===== src/rtl/freq_counter_pkg.sv =====
// Constants for the gated frequency counter.
//
// Contract
// - Counter counts event edges only while the window gate is high.
// - Window source select 00 uses the external gate pin as gate.
// - Interrupt on gate falling edge, or both edges, per edge select.
// - Without a clear, counting resumes from the previous value.
// - Current gate state is readable as a read-only status flag.
// - Wrap from maximum to zero sets the overflow flag.
// - Overflow flag holds until software clears the counter.
// - Route bit only gates neighbour output to the port pin.
// - Internal gate alternates high period Ta and low period Tb.
// - Each phase lasts 16 minus setting prescaled ticks.
// - First internal high period may start one prescale tick late.
// - Low setting written during low period applies from next low period.
// - Gate mode 1 adds one on every gate falling edge.
// - Gate mode 0 counts falls of input AND gate.
// - Window flag is 1 while counting in high, else 0.
package freq_counter_pkg;
   // ==========================================================
   // Register offsets (byte addresses).
   localparam logic [4:0] CTRL_ONE_ADDR   = 5'h00;
   localparam logic [4:0] CTRL_TWO_ADDR   = 5'h04;
   localparam logic [4:0] RESULT_ADDR     = 5'h08;
   localparam logic [4:0] PERIOD_ADDR     = 5'h0c;
   localparam logic [4:0] STATUS_ADDR     = 5'h10;
   // ==========================================================
   // Field positions.
   localparam int RUN_LSB   = 0;
   localparam int SRC_LSB   = 2;
   localparam int CLEAR_BIT = 4;
   localparam int WSRC_LSB  = 0;
   localparam int EDGE_BIT  = 2;
   localparam int SEG_BIT   = 3;
   localparam int PSC_LSB   = 4;
   localparam int DIV_BIT   = 6;
   localparam int ROUTE_BIT = 7;
   localparam int TA_LSB    = 0;
   localparam int TB_LSB    = 4;
   localparam int WFLAG_BIT = 7;
   localparam int OVF_BIT   = 6;
   // ==========================================================
   // Field codes and reset values.
   localparam logic [1:0] RUN_STOP   = 2'h0;
   localparam logic [1:0] RUN_START  = 2'h2;
   localparam logic [1:0] SRC_EXT    = 2'h3;
   localparam logic [1:0] WSRC_PIN   = 2'h0;
   localparam logic [1:0] WSRC_NBR   = 2'h1;
   localparam logic [1:0] WSRC_INT   = 2'h2;
   localparam logic [7:0] CTRL_RESET = 8'h00;
   localparam logic [7:0] PERIOD_RST = 8'h00;
   localparam logic [4:0] PHASE_BASE = 5'h10;
   // Prescale tick widths: fc path 2^12, fs path 2^4.
   localparam int FC_SHIFT   = 12;
   localparam int FS_SHIFT   = 4;
   localparam int FC_DIV_W   = 14;
   localparam int FS_DIV_W   = 6;
endpackage


===== src/rtl/gated_frequency_counter.sv =====
// Gated frequency counter with internal window gate generator.
`timescale 1ns/100ps
`default_nettype none
module gated_frequency_counter #(
   parameter int COUNT_W = 18
) (
   input  wire logic        clk_in,
   input  wire logic        resetn_in,
   input  wire logic [4:0]  addr_in,
   input  wire logic [31:0] wdata_in,
   input  wire logic        wr_in,
   input  wire logic        rd_in,
   output logic      [31:0] rdata_out,
   input  wire logic        event_input_pin_in,
   input  wire logic        external_gate_input_in,
   input  wire logic        neighbor_timer_output_in,
   input  wire logic        low_freq_clock_in,
   output logic             counter_interrupt_out,
   output logic             shared_port_pin_out
);
   // ==========================================================
   // Elaboration check.
   if (COUNT_W < 2 || COUNT_W > 32) begin : g_chk
      $error("COUNT_W must lie in 2..32");
   end

   typedef enum logic [1:0] {GEN_IDLE, GEN_HIGH, GEN_LOW} gen_t;

   // True when the low bits of a divider are all ones.
   function automatic logic tick_of(input logic [13:0] val,
                                    input int          bits);
      logic [13:0] mask;
      mask = 14'((15'h1 << bits) - 15'h1);
      tick_of = ((val & mask) == mask);
   endfunction

   // ==========================================================
   // Registers.
   logic [7:0]         ctrl_one;
   logic [7:0]         ctrl_two;
   logic [7:0]         period;
   logic [COUNT_W-1:0] count;
   logic               overflow_flag;
   logic               clear_pulse;

   logic [1:0] run_control_field;
   logic [1:0] source_clock_select;
   logic [1:0] window_source_select;
   logic       window_irq_edge_select;
   logic       gate_mode_select;
   logic [1:0] window_prescale_select;
   logic       divider_stage_select;
   logic       neighbor_output_route_bit;
   logic       running;

   assign run_control_field =
      ctrl_one[freq_counter_pkg::RUN_LSB +: 2];
   assign source_clock_select =
      ctrl_one[freq_counter_pkg::SRC_LSB +: 2];
   assign window_source_select =
      ctrl_two[freq_counter_pkg::WSRC_LSB +: 2];
   assign window_irq_edge_select = ctrl_two[freq_counter_pkg::EDGE_BIT];
   assign gate_mode_select = ctrl_two[freq_counter_pkg::SEG_BIT];
   assign window_prescale_select =
      ctrl_two[freq_counter_pkg::PSC_LSB +: 2];
   assign divider_stage_select = ctrl_two[freq_counter_pkg::DIV_BIT];
   assign neighbor_output_route_bit =
      ctrl_two[freq_counter_pkg::ROUTE_BIT];
   // Counting needs start plus the external event source selected.
   assign running = (run_control_field == freq_counter_pkg::RUN_START) &&
      (source_clock_select == freq_counter_pkg::SRC_EXT);

   // Control writes; the clear bit is a one-cycle pulse, never stored.
   always_ff @(posedge clk_in or negedge resetn_in) begin
      if (!resetn_in) begin
         ctrl_one    <= freq_counter_pkg::CTRL_RESET;
         ctrl_two    <= freq_counter_pkg::CTRL_RESET;
         period      <= freq_counter_pkg::PERIOD_RST;
         clear_pulse <= 1'b0;
      end else begin
         clear_pulse <= 1'b0;
         if (wr_in) begin
            unique case (addr_in)
               freq_counter_pkg::CTRL_ONE_ADDR: begin
                  ctrl_one <= wdata_in[7:0] &
                     ~(8'h01 << freq_counter_pkg::CLEAR_BIT);
                  clear_pulse <= wdata_in[freq_counter_pkg::CLEAR_BIT];
               end
               freq_counter_pkg::CTRL_TWO_ADDR: ctrl_two <= wdata_in[7:0];
               freq_counter_pkg::PERIOD_ADDR:   period   <= wdata_in[7:0];
               default: ;
            endcase
         end
      end
   end

   // ==========================================================
   // Input synchronisers.
   logic [1:0] ev_sync;
   logic [1:0] gp_sync;
   logic [1:0] fs_sync;
   logic       fs_prev;

   // Two flops on the event, gate and fs pins so each edge is seen exactly once; the neighbour output is used unsynchronised.
   always_ff @(posedge clk_in or negedge resetn_in) begin
      if (!resetn_in) begin
         ev_sync <= 2'h0;
         gp_sync <= 2'h0;
         fs_sync <= 2'h0;
         fs_prev <= 1'b0;
      end else begin
         ev_sync <= {ev_sync[0], event_input_pin_in};
         gp_sync <= {gp_sync[0], external_gate_input_in};
         fs_sync <= {fs_sync[0], low_freq_clock_in};
         fs_prev <= fs_sync[1];
      end
   end

   // ==========================================================
   // Prescale dividers.
   logic [freq_counter_pkg::FC_DIV_W-1:0] fc_div;
   logic [freq_counter_pkg::FS_DIV_W-1:0] fs_div;
   logic fs_edge;
   logic win_tick;
   assign fs_edge = fs_sync[1] && !fs_prev;

   // Both dividers run free; the gate locks to them, so a start may
   // lose up to one tick before the first high period.
   always_ff @(posedge clk_in or negedge resetn_in) begin
      if (!resetn_in) begin
         fc_div <= '0;
         fs_div <= '0;
      end else begin
         fc_div <= fc_div + 1'b1;
         if (fs_edge) begin
            fs_div <= fs_div + 1'b1;
         end
      end
   end

   // Selects the tick: fc/2^12..2^14 or fs/2^4..2^6.
   always_comb begin
      if (divider_stage_select) begin
         win_tick = fs_edge && tick_of(14'(fs_div),
            freq_counter_pkg::FS_SHIFT +
            int'(window_prescale_select));
      end else begin
         win_tick = tick_of(fc_div, freq_counter_pkg::FC_SHIFT +
            int'(window_prescale_select));
      end
   end

   // ==========================================================
   // Internal window gate generator.
   gen_t       gen_state;
   logic [4:0] phase_left;
   logic [3:0] ta_set;
   logic [3:0] tb_set;
   assign ta_set = period[freq_counter_pkg::TA_LSB +: 4];
   assign tb_set = period[freq_counter_pkg::TB_LSB +: 4];

   // Each phase length is sampled at its start, so a new low setting
   // written during a low phase applies from the next low phase.
   always_ff @(posedge clk_in or negedge resetn_in) begin
      if (!resetn_in) begin
         gen_state  <= GEN_IDLE;
         phase_left <= 5'h00;
      end else if (!running ||
         window_source_select != freq_counter_pkg::WSRC_INT) begin
         gen_state  <= GEN_IDLE;
         phase_left <= 5'h00;
      end else if (win_tick) begin
         unique case (gen_state)
            GEN_IDLE: begin
               gen_state  <= GEN_HIGH;
               phase_left <= freq_counter_pkg::PHASE_BASE - 5'(ta_set);
            end
            GEN_HIGH: begin
               if (phase_left == 5'h01) begin
                  gen_state  <= GEN_LOW;
                  phase_left <= freq_counter_pkg::PHASE_BASE -
                     5'(tb_set);
               end else begin
                  phase_left <= phase_left - 5'h01;
               end
            end
            GEN_LOW: begin
               if (phase_left == 5'h01) begin
                  gen_state  <= GEN_HIGH;
                  phase_left <= freq_counter_pkg::PHASE_BASE -
                     5'(ta_set);
               end else begin
                  phase_left <= phase_left - 5'h01;
               end
            end
         endcase
      end
   end

   // ==========================================================
   // Gate selection and edge detection.
   logic gate_src;
   logic gate;
   logic gate_prev;
   logic and_prev;
   logic ev_prev;
   logic gate_fall;
   logic gate_rise;
   logic cnt_step;

   always_comb begin
      unique case (window_source_select)
         freq_counter_pkg::WSRC_PIN: gate_src = gp_sync[1];
         freq_counter_pkg::WSRC_NBR: gate_src = neighbor_timer_output_in;
         freq_counter_pkg::WSRC_INT: gate_src = (gen_state == GEN_HIGH);
         default:                    gate_src = 1'b0;
      endcase
   end
   assign gate      = gate_src && running;
   assign gate_fall = gate_prev && !gate;
   assign gate_rise = !gate_prev && gate;

   // Mode 0 counts falls of input AND gate; mode 1 counts input falls
   // inside the window and always adds one at the gate fall.
   always_comb begin
      if (gate_mode_select) begin
         cnt_step = gate_fall ||
            (gate && ev_prev && !ev_sync[1]);
      end else begin
         cnt_step = and_prev && !(ev_sync[1] && gate);
      end
   end

   always_ff @(posedge clk_in or negedge resetn_in) begin
      if (!resetn_in) begin
         gate_prev <= 1'b0;
         and_prev  <= 1'b0;
         ev_prev   <= 1'b0;
      end else begin
         gate_prev <= gate;
         and_prev  <= ev_sync[1] && gate;
         ev_prev   <= ev_sync[1];
      end
   end

   // ==========================================================
   // Counter and overflow flag.
   logic wrap;
   assign wrap = cnt_step && (&count);

   // A clear zeroes the count; a wrap in the same cycle still sets
   // the overflow flag so the event is not lost.
   always_ff @(posedge clk_in or negedge resetn_in) begin
      if (!resetn_in) begin
         count <= '0;
      end else if (clear_pulse) begin
         count <= '0;
      end else if (cnt_step) begin
         count <= count + 1'b1;
      end
   end

   always_ff @(posedge clk_in or negedge resetn_in) begin
      if (!resetn_in) begin
         overflow_flag <= 1'b0;
      end else if (wrap) begin
         overflow_flag <= 1'b1;
      end else if (clear_pulse) begin
         overflow_flag <= 1'b0;
      end
   end

   // ==========================================================
   // Outputs.
   always_ff @(posedge clk_in or negedge resetn_in) begin
      if (!resetn_in) begin
         counter_interrupt_out <= 1'b0;
         shared_port_pin_out   <= 1'b0;
      end else begin
         counter_interrupt_out <= gate_fall ||
            (window_irq_edge_select && gate_rise);
         // Route bit only masks the pin; the neighbour keeps running.
         shared_port_pin_out <= !neighbor_output_route_bit &&
            neighbor_timer_output_in;
      end
   end

   // Read data stand in the cycle after the strobe only.
   always_ff @(posedge clk_in or negedge resetn_in) begin
      if (!resetn_in) begin
         rdata_out <= 32'h0000_0000;
      end else begin
         rdata_out <= 32'h0000_0000;
         if (rd_in) begin
            unique case (addr_in)
               freq_counter_pkg::CTRL_ONE_ADDR:
                  rdata_out <= {24'h000000, ctrl_one};
               freq_counter_pkg::CTRL_TWO_ADDR:
                  rdata_out <= {24'h000000, ctrl_two};
               freq_counter_pkg::RESULT_ADDR:
                  rdata_out <= 32'(count);
               freq_counter_pkg::PERIOD_ADDR:
                  rdata_out <= {24'h000000, period};
               freq_counter_pkg::STATUS_ADDR: begin
                  rdata_out[freq_counter_pkg::WFLAG_BIT] <= gate;
                  rdata_out[freq_counter_pkg::OVF_BIT] <= overflow_flag;
               end
               default: ;
            endcase
         end
      end
   end
endmodule // gated_frequency_counter
`default_nettype wire


===== config.mk =====
export PLATFORM = sky130hd
export DESIGN_NAME = gated_frequency_counter
export DESIGN_NICKNAME = d
export VERILOG_FILES = /design/src/rtl/freq_counter_pkg.sv /design/src/rtl/gated_frequency_counter.sv
export SDC_FILE = /design/constraint.sdc
export NUM_CORES = 1
export LEC_CHECK = 0
export ABC_AREA = 1
export BUFFER_PORTS_ARGS = -buffer_cell sky130_fd_sc_hd__buf_2
export CORE_MARGIN = 3
export CORE_UTILIZATION = 50
export CTS_BUF_LIST = sky130_fd_sc_hd__clkbuf_4
export DETAILED_ROUTE_END_ITERATION = 16
export PLACE_DENSITY = 0.73
export SLEW_MARGIN = 25
export SYNTH_ARGS = -nofsm -noshare
export SYNTH_HDL_FRONTEND = slang
export SYNTH_SLANG_ARGS = --single-unit

===== constraint.sdc =====
create_clock -name clk_in -period 1.7 [get_ports clk_in]
set_input_delay 0.17 -clock clk_in [delete_from_list [all_inputs] [get_ports clk_in]]
set_output_delay 0.17 -clock clk_in [all_outputs]
set_load 0.05 [all_outputs]

Word-level counts from Yosys, hierarchy flattened
Index checks and enable logic that the tools add are counted.
{"block": "op_classes", "mux": 23, "n_div": 0, "multipliers": 0, "reduce_logical": 34, "order_cmp": 0, "n_eq_ne": 16, "add_sub_neg": 10, "n_shift": 2, "bitwise_logic": 2}
{"cell": "$mux W18", "n": 3}
{"cell": "$eq A14 B14 Y1", "n": 2}
{"cell": "$sub A14 B1 Y14 const B", "n": 2}
{"cell": "$pmux W6 S4", "n": 1}
{"cell": "$mux W5", "n": 4}
{"cell": "$add A18 B1 Y18 const B", "n": 1}
{"cell": "$reduce_and A18 Y1", "n": 1}
{"cell": "$pmux W5 S3", "n": 1}
{"cell": "$add A14 B1 Y14 const B", "n": 1}
{"cell": "$and A14 B14 Y14", "n": 1}
{"cell": "$and A6 B14 Y14", "n": 1}
{"cell": "$shl A1 B4 Y14 const A", "n": 1}
{"cell": "$shl A1 B5 Y14 const A", "n": 1}
{"cell": "$logic_and A1 B1 Y1", "n": 13}
{"cell": "$eq A5 B4 Y1 const B", "n": 2}
{"cell": "$mux W10", "n": 1}
{"cell": "$pmux W2 S5", "n": 1}
{"cell": "$sub A5 B4 Y5 const A", "n": 2}
{"cell": "$eq A2 B2 Y1 const B", "n": 4}
{"cell": "$mux W2", "n": 4}
{"cell": "$logic_not A1 Y1", "n": 7}
{"cell": "$add A6 B1 Y6 const B", "n": 1}
{"cell": "$mux W1", "n": 6}
{"cell": "$ne A3 B3 Y1 const B", "n": 2}
{"cell": "16 further kinds", "n": 24}
{"block": "totals", "latchBits": 0, "rom_bits": 0, "mem_count": 0, "elab_cells": 107, "mem_bits_rw": 0, "regBits": 114}

Longest topological paths before layout
{"block": "depth", "word_depth": 9, "mapped_depth": 13, "ltp_nobuf": 13}

Least setup slack after synthesis
Ideal clock, no wire load.
{"block": "synth_path", "kind": "register -> register", "startpoint": "reg ctrl_two[5]", "endpoint": "reg phase_left[2]", "setup_ns": 0.065, "period_less_slack_ns": 1.566, "slack_ns": 0.134, "path_stages_with_launch": 11, "n_path_buf": 0, "arrival_time_ns": 1.502, "cell_sequence": "dfrtp_1 inv_1 nand2_1 ha_1 o21ai_0 nor2_1 nand3_1 nand3_2 inv_1 nand2_1 nand2_1"}
{"block": "synth_between", "elab_chain_cells": 8}
{"element": "start: declaration", "line": "gated_frequency_counter.sv:40", "rtl": "logic [7:0] ctrl_two;"}
{"element": "start signal: assignment", "line": "gated_frequency_counter.sv:77", "rtl": "ctrl_two <= freq_counter_pkg::CTRL_RESET;"}
{"element": "start signal: assignment", "line": "gated_frequency_counter.sv:89", "rtl": "freq_counter_pkg::CTRL_TWO_ADDR: ctrl_two <= wdata_in[7:0];"}
{"element": "$add A3 B2 Y4", "line": "gated_frequency_counter.sv:145", "rtl": "freq_counter_pkg::FS_SHIFT +"}
{"element": "$shl A1 B4 Y14", "line": "gated_frequency_counter.sv:33", "rtl": "mask = 14'((15'h1 << bits) - 15'h1);"}
{"element": "$sub A14 B1 Y14", "line": "gated_frequency_counter.sv:33"}
{"element": "$and A6 B14 Y14", "line": "gated_frequency_counter.sv:34", "rtl": "tick_of = ((val & mask) == mask);"}
{"element": "$eq A14 B14 Y1", "line": "gated_frequency_counter.sv:34"}
{"element": "$logic_and A1 B1 Y1", "line": "gated_frequency_counter.sv:144", "rtl": "win_tick = fs_edge && tick_of(14'(fs_div),"}
{"element": "$mux W1 *", "line": "gated_frequency_counter.sv:143", "rtl": "if (divider_stage_select) begin"}
{"element": "$reduce_bool A2 Y1 (no source line) *"}
{"element": "end signal: assignment", "line": "gated_frequency_counter.sv:176", "rtl": "phase_left <= freq_counter_pkg::PHASE_BASE - 5'(ta_set);"}
{"element": "end signal: assignment", "line": "gated_frequency_counter.sv:181", "rtl": "phase_left <= freq_counter_pkg::PHASE_BASE -"}
{"element": "end signal: assignment", "line": "gated_frequency_counter.sv:184", "rtl": "phase_left <= phase_left - 5'h01;"}
{"element": "end: declaration", "line": "gated_frequency_counter.sv:156", "rtl": "logic [4:0] phase_left;"}
Every way passes the cells marked *; elsewhere a longest branch is shown, timed or not.
A chain may end at the register's enable or synchronous reset.

Worst setup path in the final report
{"block": "layout_path", "startpoint": "reg ctrl_two[5]", "endpoint": "reg phase_left[1]"}
The elaborated chain is that of the path after synthesis.

==> reports/qor.json <==
{
  "run_status": {"value": "complete, no violations"},
  "timing.clock.skew": {"value": 0.0153, "unit": "ns"},
  "fin_nets": {"value": 739},
  "worst_skew_pair.late_latency": {"value": 0.46, "unit": "ns"},
  "dp_hpwl": {"value": 7490, "unit": "µm"},
  "fillCellCount": {"value": 827},
  "cts.clk_slew.worst_paths": {"value": 0.14, "unit": "ns"},
  "critical_path.startpoint_type": {"value": "flop"},
  "synth.ff_latch_count": {"value": 100},
  "hold_class": {"value": "input port to flop"},
  "postRouteWirelength": {"value": 10900, "unit": "µm"},
  "die_footprint": {"value": 0.0113, "unit": "mm²"},
  "synth.yosys.seq_area_share": {"value": 0.497},
  "post_synth_instance_area": {"value": 0.00504, "unit": "mm²"},
  "critical_path.endpoint": {"value": "phase_left[1]"},
  "critPathArrivalTime": {"value": 2.05, "unit": "ns"},
  "maxSlewViolCount": {"value": 0},
  "synth_top_flop_cell": {"value": "dfrtp_1"},
  "port_buffers": {"value": 40},
  "die_w": {"value": 106, "unit": "µm"},
  "worst_ir_drop_vdd": {"value": 0.000356, "unit": "V"},
  "critical_path.startpoint": {"value": "ctrl_two[5]"},
  "final.period_utilization": {"value": 0.972},
  "antenna_violating_nets_post_route": {"value": 0},
  "critical_path.reg2reg.startpoint": {"value": "ctrl_two[5]"},
  "floorplan_core_area": {"value": 0.00977, "unit": "mm²"},
  "finalSetupViolations": {"value": 0},
  "synth_top_family_by_area": {"value": "simple AND/OR/NAND/NOR gates"},
  "routed-via-count": {"value": 4184},
  "worst-setup-path-type": {"value": "flop to flop"},
  "layout-area-overhead-vs-synth": {"value": 17.1, "unit": "%"},
  "globalplace.congestion": {"value": 0.865},
  "tritoncts": {"value": "built"},
  "post_route_cells_drive_above_1_share": {"value": 0.180},
  "initial_utilization": {"value": 0.515},
  "synthesis.yosys.warnings": {"value": 0},
  "finalCoreUtilization": {"value": 0.604},
  "netlist_top_cells_count": {"value": "151 x nand2_1, 100 x dfrtp_1, 84 x inv_1"},
  "power.total": {"value": 4.88, "unit": "mW"},
  "dieHeight": {"value": 106, "unit": "µm"},
  "post_synth_inst_count": {"value": 606},
  "antenna_cells": {"value": 0},
  "track_usage": {"value": 0.193},
  "synth_adder_area_share": {"value": 0.0248},
  "synth-compound-area-share": {"value": 0.0571},
  "max-cap-violations": {"value": 0},
  "finalCriticalPeriod": {"value": 1.65, "unit": "ns"},
  "firstDrtPassIters": {"value": 5},
  "cts_made_buffers": {"value": 9},
  "synth_top_cell_by_area": {"value": "dfrtp_1"},
  "clk_path_buf_depth": {"value": 2},
  "finalWorstSetupSlack": {"value": 0.0468, "unit": "ns"},
  "reg2reg_depth": {"value": 9},
  "regToRegEndpoint": {"value": "phase_left[1]"},
  "postSynthAreaPerCell": {"value": 8.31, "unit": "µm²"},
  "fmax": {"value": 605, "unit": "MHz"},
  "clk_root_buffer_cell": {"value": "clkbuf_4"},
  "power-per-cell-area": {"value": 826, "unit": "mW/mm²"},
  "detail_route.iter0.violations": {"value": 292},
  "post_synth_and_or_nand_nor_area_fraction": {"value": 0.259},
  "post_synth_mux_area_share": {"value": 0.00223},
  "ios": {"value": 79},
  "path_max_fanout": {"value": 5},
  "grt_start_max_net_pins": {"value": 59},
  "first_global_vias": {"value": 3785},
  "std_cell_rows": {"value": 36},
  "global_route_wire_length_before_repair": {"value": 17400, "unit": "µm"},
  "required_arrival_time_at_the_worst_endpoint": {"value": 2.10, "unit": "ns"},
  "count_of_flip_flops_with_a_built_in_enable_after_synthesis": {"value": 0},
  "max_slew_margin": {"value": 0.628},
  "grt_remaining_overflow": {"value": 0},
  "worstMarginPinSlew": {"value": 0.558, "unit": "ns"},
  "yosys.area_share.xor_xnor": {"value": 0.0626},
  "antenna_found_initial": {"value": 0},
  "synth_largest_type_area_fraction": {"value": 0.497},
  "detail_route.wl_per_cell": {"value": 13.3, "unit": "µm"},
  "drc": {"value": 0},
  "synth.distinct_cells": {"value": 32},
  "yosys.cell_count.top_type": {"value": "nand2_1"},
  "reg2reg_slack": {"value": 0.05, "unit": "ns"},
  "cts-htree-levels": {"value": 3},
  "detailedPlace.worstSlack": {"value": -0.0502, "unit": "ns"},
  "critical_path.endpoint_type": {"value": "flop"},
  "vias_per_cell": {"value": 5.09},
  "async_sr_flop_fraction": {"value": 1.00},
  "total_leakage_power": {"value": 3.01, "unit": "nW"},
  "main_area_contributors_after_synthesis": {"value": "dfrtp_1 50%, nand2_1 11%, nand3_1 6.5%"},
  "clkSinkCount": {"value": 100},
  "final_hold_viol_count": {"value": 0},
  "unrepaired_setup_endpoints_after_global_routing": {"value": "yes"}
}
## kinds of logic after synthesis
family                     after synthesis
adders and majority gates               10
and+or+nand+nor                        298
other                                    1
AOI/OAI and AO/OA                       51
buffers and inverters                  109
muxes                                    1
DFF                                    100
xor gates and xnor gates                36
## layout make-up
cell class                      instances  area, µm²  area share
Sequential cell                       100       2500       0.424
Tap cell                              133        166      0.0282
Clock inverter                          5       51.3     0.00869
Timing Repair Buffer                   72        483      0.0818
Inverter                               87        330      0.0560
Multi-Input combinational cell        414       2290       0.387
Clock buffer                           11       82.6      0.0140
## layout by cell type, fill, tap and decap left out, types with 2 or more instances in the layout
master | Yosys | final
a21oi_1 | 5 | 5
a41oi_1 | 4 | 4
buf_2 | 2 | 39
buf_4 | 15 | 21
clkbuf_4 | 0 | 11
clkinv_1 | 2 | 3
conb_1 | 1 | 14
dfrtp_1 | 100 | 100
dlygate4sd3_1 | 0 | 11
ha_1 | 10 | 7
ha_4 | 0 | 2
inv_1 | 84 | 78
inv_2 | 1 | 7
nand2_1 | 151 | 145
nand2_2 | 7 | 10
nand2_4 | 1 | 7
nand3_1 | 65 | 59
nand3_2 | 3 | 6
nand3_4 | 0 | 3
nand3b_1 | 2 | 2
nand4_1 | 7 | 7
nor2_1 | 49 | 46
nor2_2 | 2 | 4
nor2_4 | 2 | 3
nor3_1 | 7 | 6
nor4_1 | 2 | 2
o21ai_0 | 29 | 26
o21ai_1 | 9 | 11
o22ai_1 | 2 | 2
xnor2_1 | 10 | 10
xor2_1 | 26 | 26
## sequential cells by signal, summed over array words and instances (netlist names)
register and count:
phase_left 5, ctrl_two 8, fc_div 14, ev_prev 1
counter_interrupt_out 1, clear_pulse 1, fs_div 6, gate_prev 1
rdata_out 18, overflow_flag 1, count 18, fs_sync 2
gen_state 2, ctrl_one 7, fs_prev 1, shared_port_pin_out 1
period 8, and_prev 1, gp_sync 2, ev_sync 2
## worst min-delay path by stage
stage / end / cells past startpoint / slack, ns / startpoint
final: ctrl_one[0] / 3 / 0.03 / wdata_in[0]
after global routing: clear_pulse / 3 / 0.008 / wdata_in[4]
after CTS: period[6] / 3 / 0.006 / wdata_in[6]
after detailed placement: rdata_out[17] / 1 / 0.05 / resetn_in
after global placement: rdata_out[16] / 1 / 0.05 / resetn_in
after floorplan: and_prev / 0 / -0.13 / resetn_in
## stage by stage
| step | hold slack, ns | instance area, µm² | cells | setup TNS (ns) |
|---|---|---|---|---|
| 2_1_floorplan | -0.126 | 5090 | 619 | 0 |
| 3_3_place_gp | 0.0450 | 5360 | 777 | -0.128 |
| 3_5_place_dp | 0.0471 | 5360 | 777 | -0.462 |
| 4_1_cts | 0.00623 | 5630 | 805 | 0 |
| 5_1_grt | 0.00848 | 5900 | 822 | -0.822 |
| 6_report | 0.0278 | 5900 | 822 | 0 |
## repair_timing
action | 4_1_cts | 5_1_grt
endpoints found under the hold margin | 116 | 0
gates cloned | 0 | 4
hold buffers | 11 | 0
setup buffers | 1 | 13
endpoints found under the setup margin | 25 | 26
gates resized for setup | 6 | 38
pin swaps | 5 | 16
## metal layers
layer | vias to the layer above | part of all wire | track usage
met5 | - | 0 | 0
li1 | 2053 | - | -
met4 | 0 | 0.015 | 0.0694
met2 | 130 | 0.47 | 0.299
met3 | 18 | 0.066 | 0.0407
met1 | 1983 | 0.45 | 0.269
## worst max-delay path, stage by stage, from the launching register on
cell,delay [ns]
dfrtp_1,0.42
inv_2,0.11
nand2_2,0.08
ha_4,0.27
o21ai_1,0.06
nor2_2,0.13
nand3_4,0.12
a21oi_4,0.24
nand2_1,0.09
o21ai_1,0.08
## power by group
part | switching (mW) | leakage (nW) | total, mW | internal, mW
clock | 0.769 | 0.0763 | 1.25 | 0.477
sequential | 0.173 | 1.33 | 2.74 | 2.57
combinational | 0.552 | 1.60 | 0.890 | 0.338
total | 1.49 | 3.01 | 4.88 | 3.38
(Power assumes the default switching activity.)
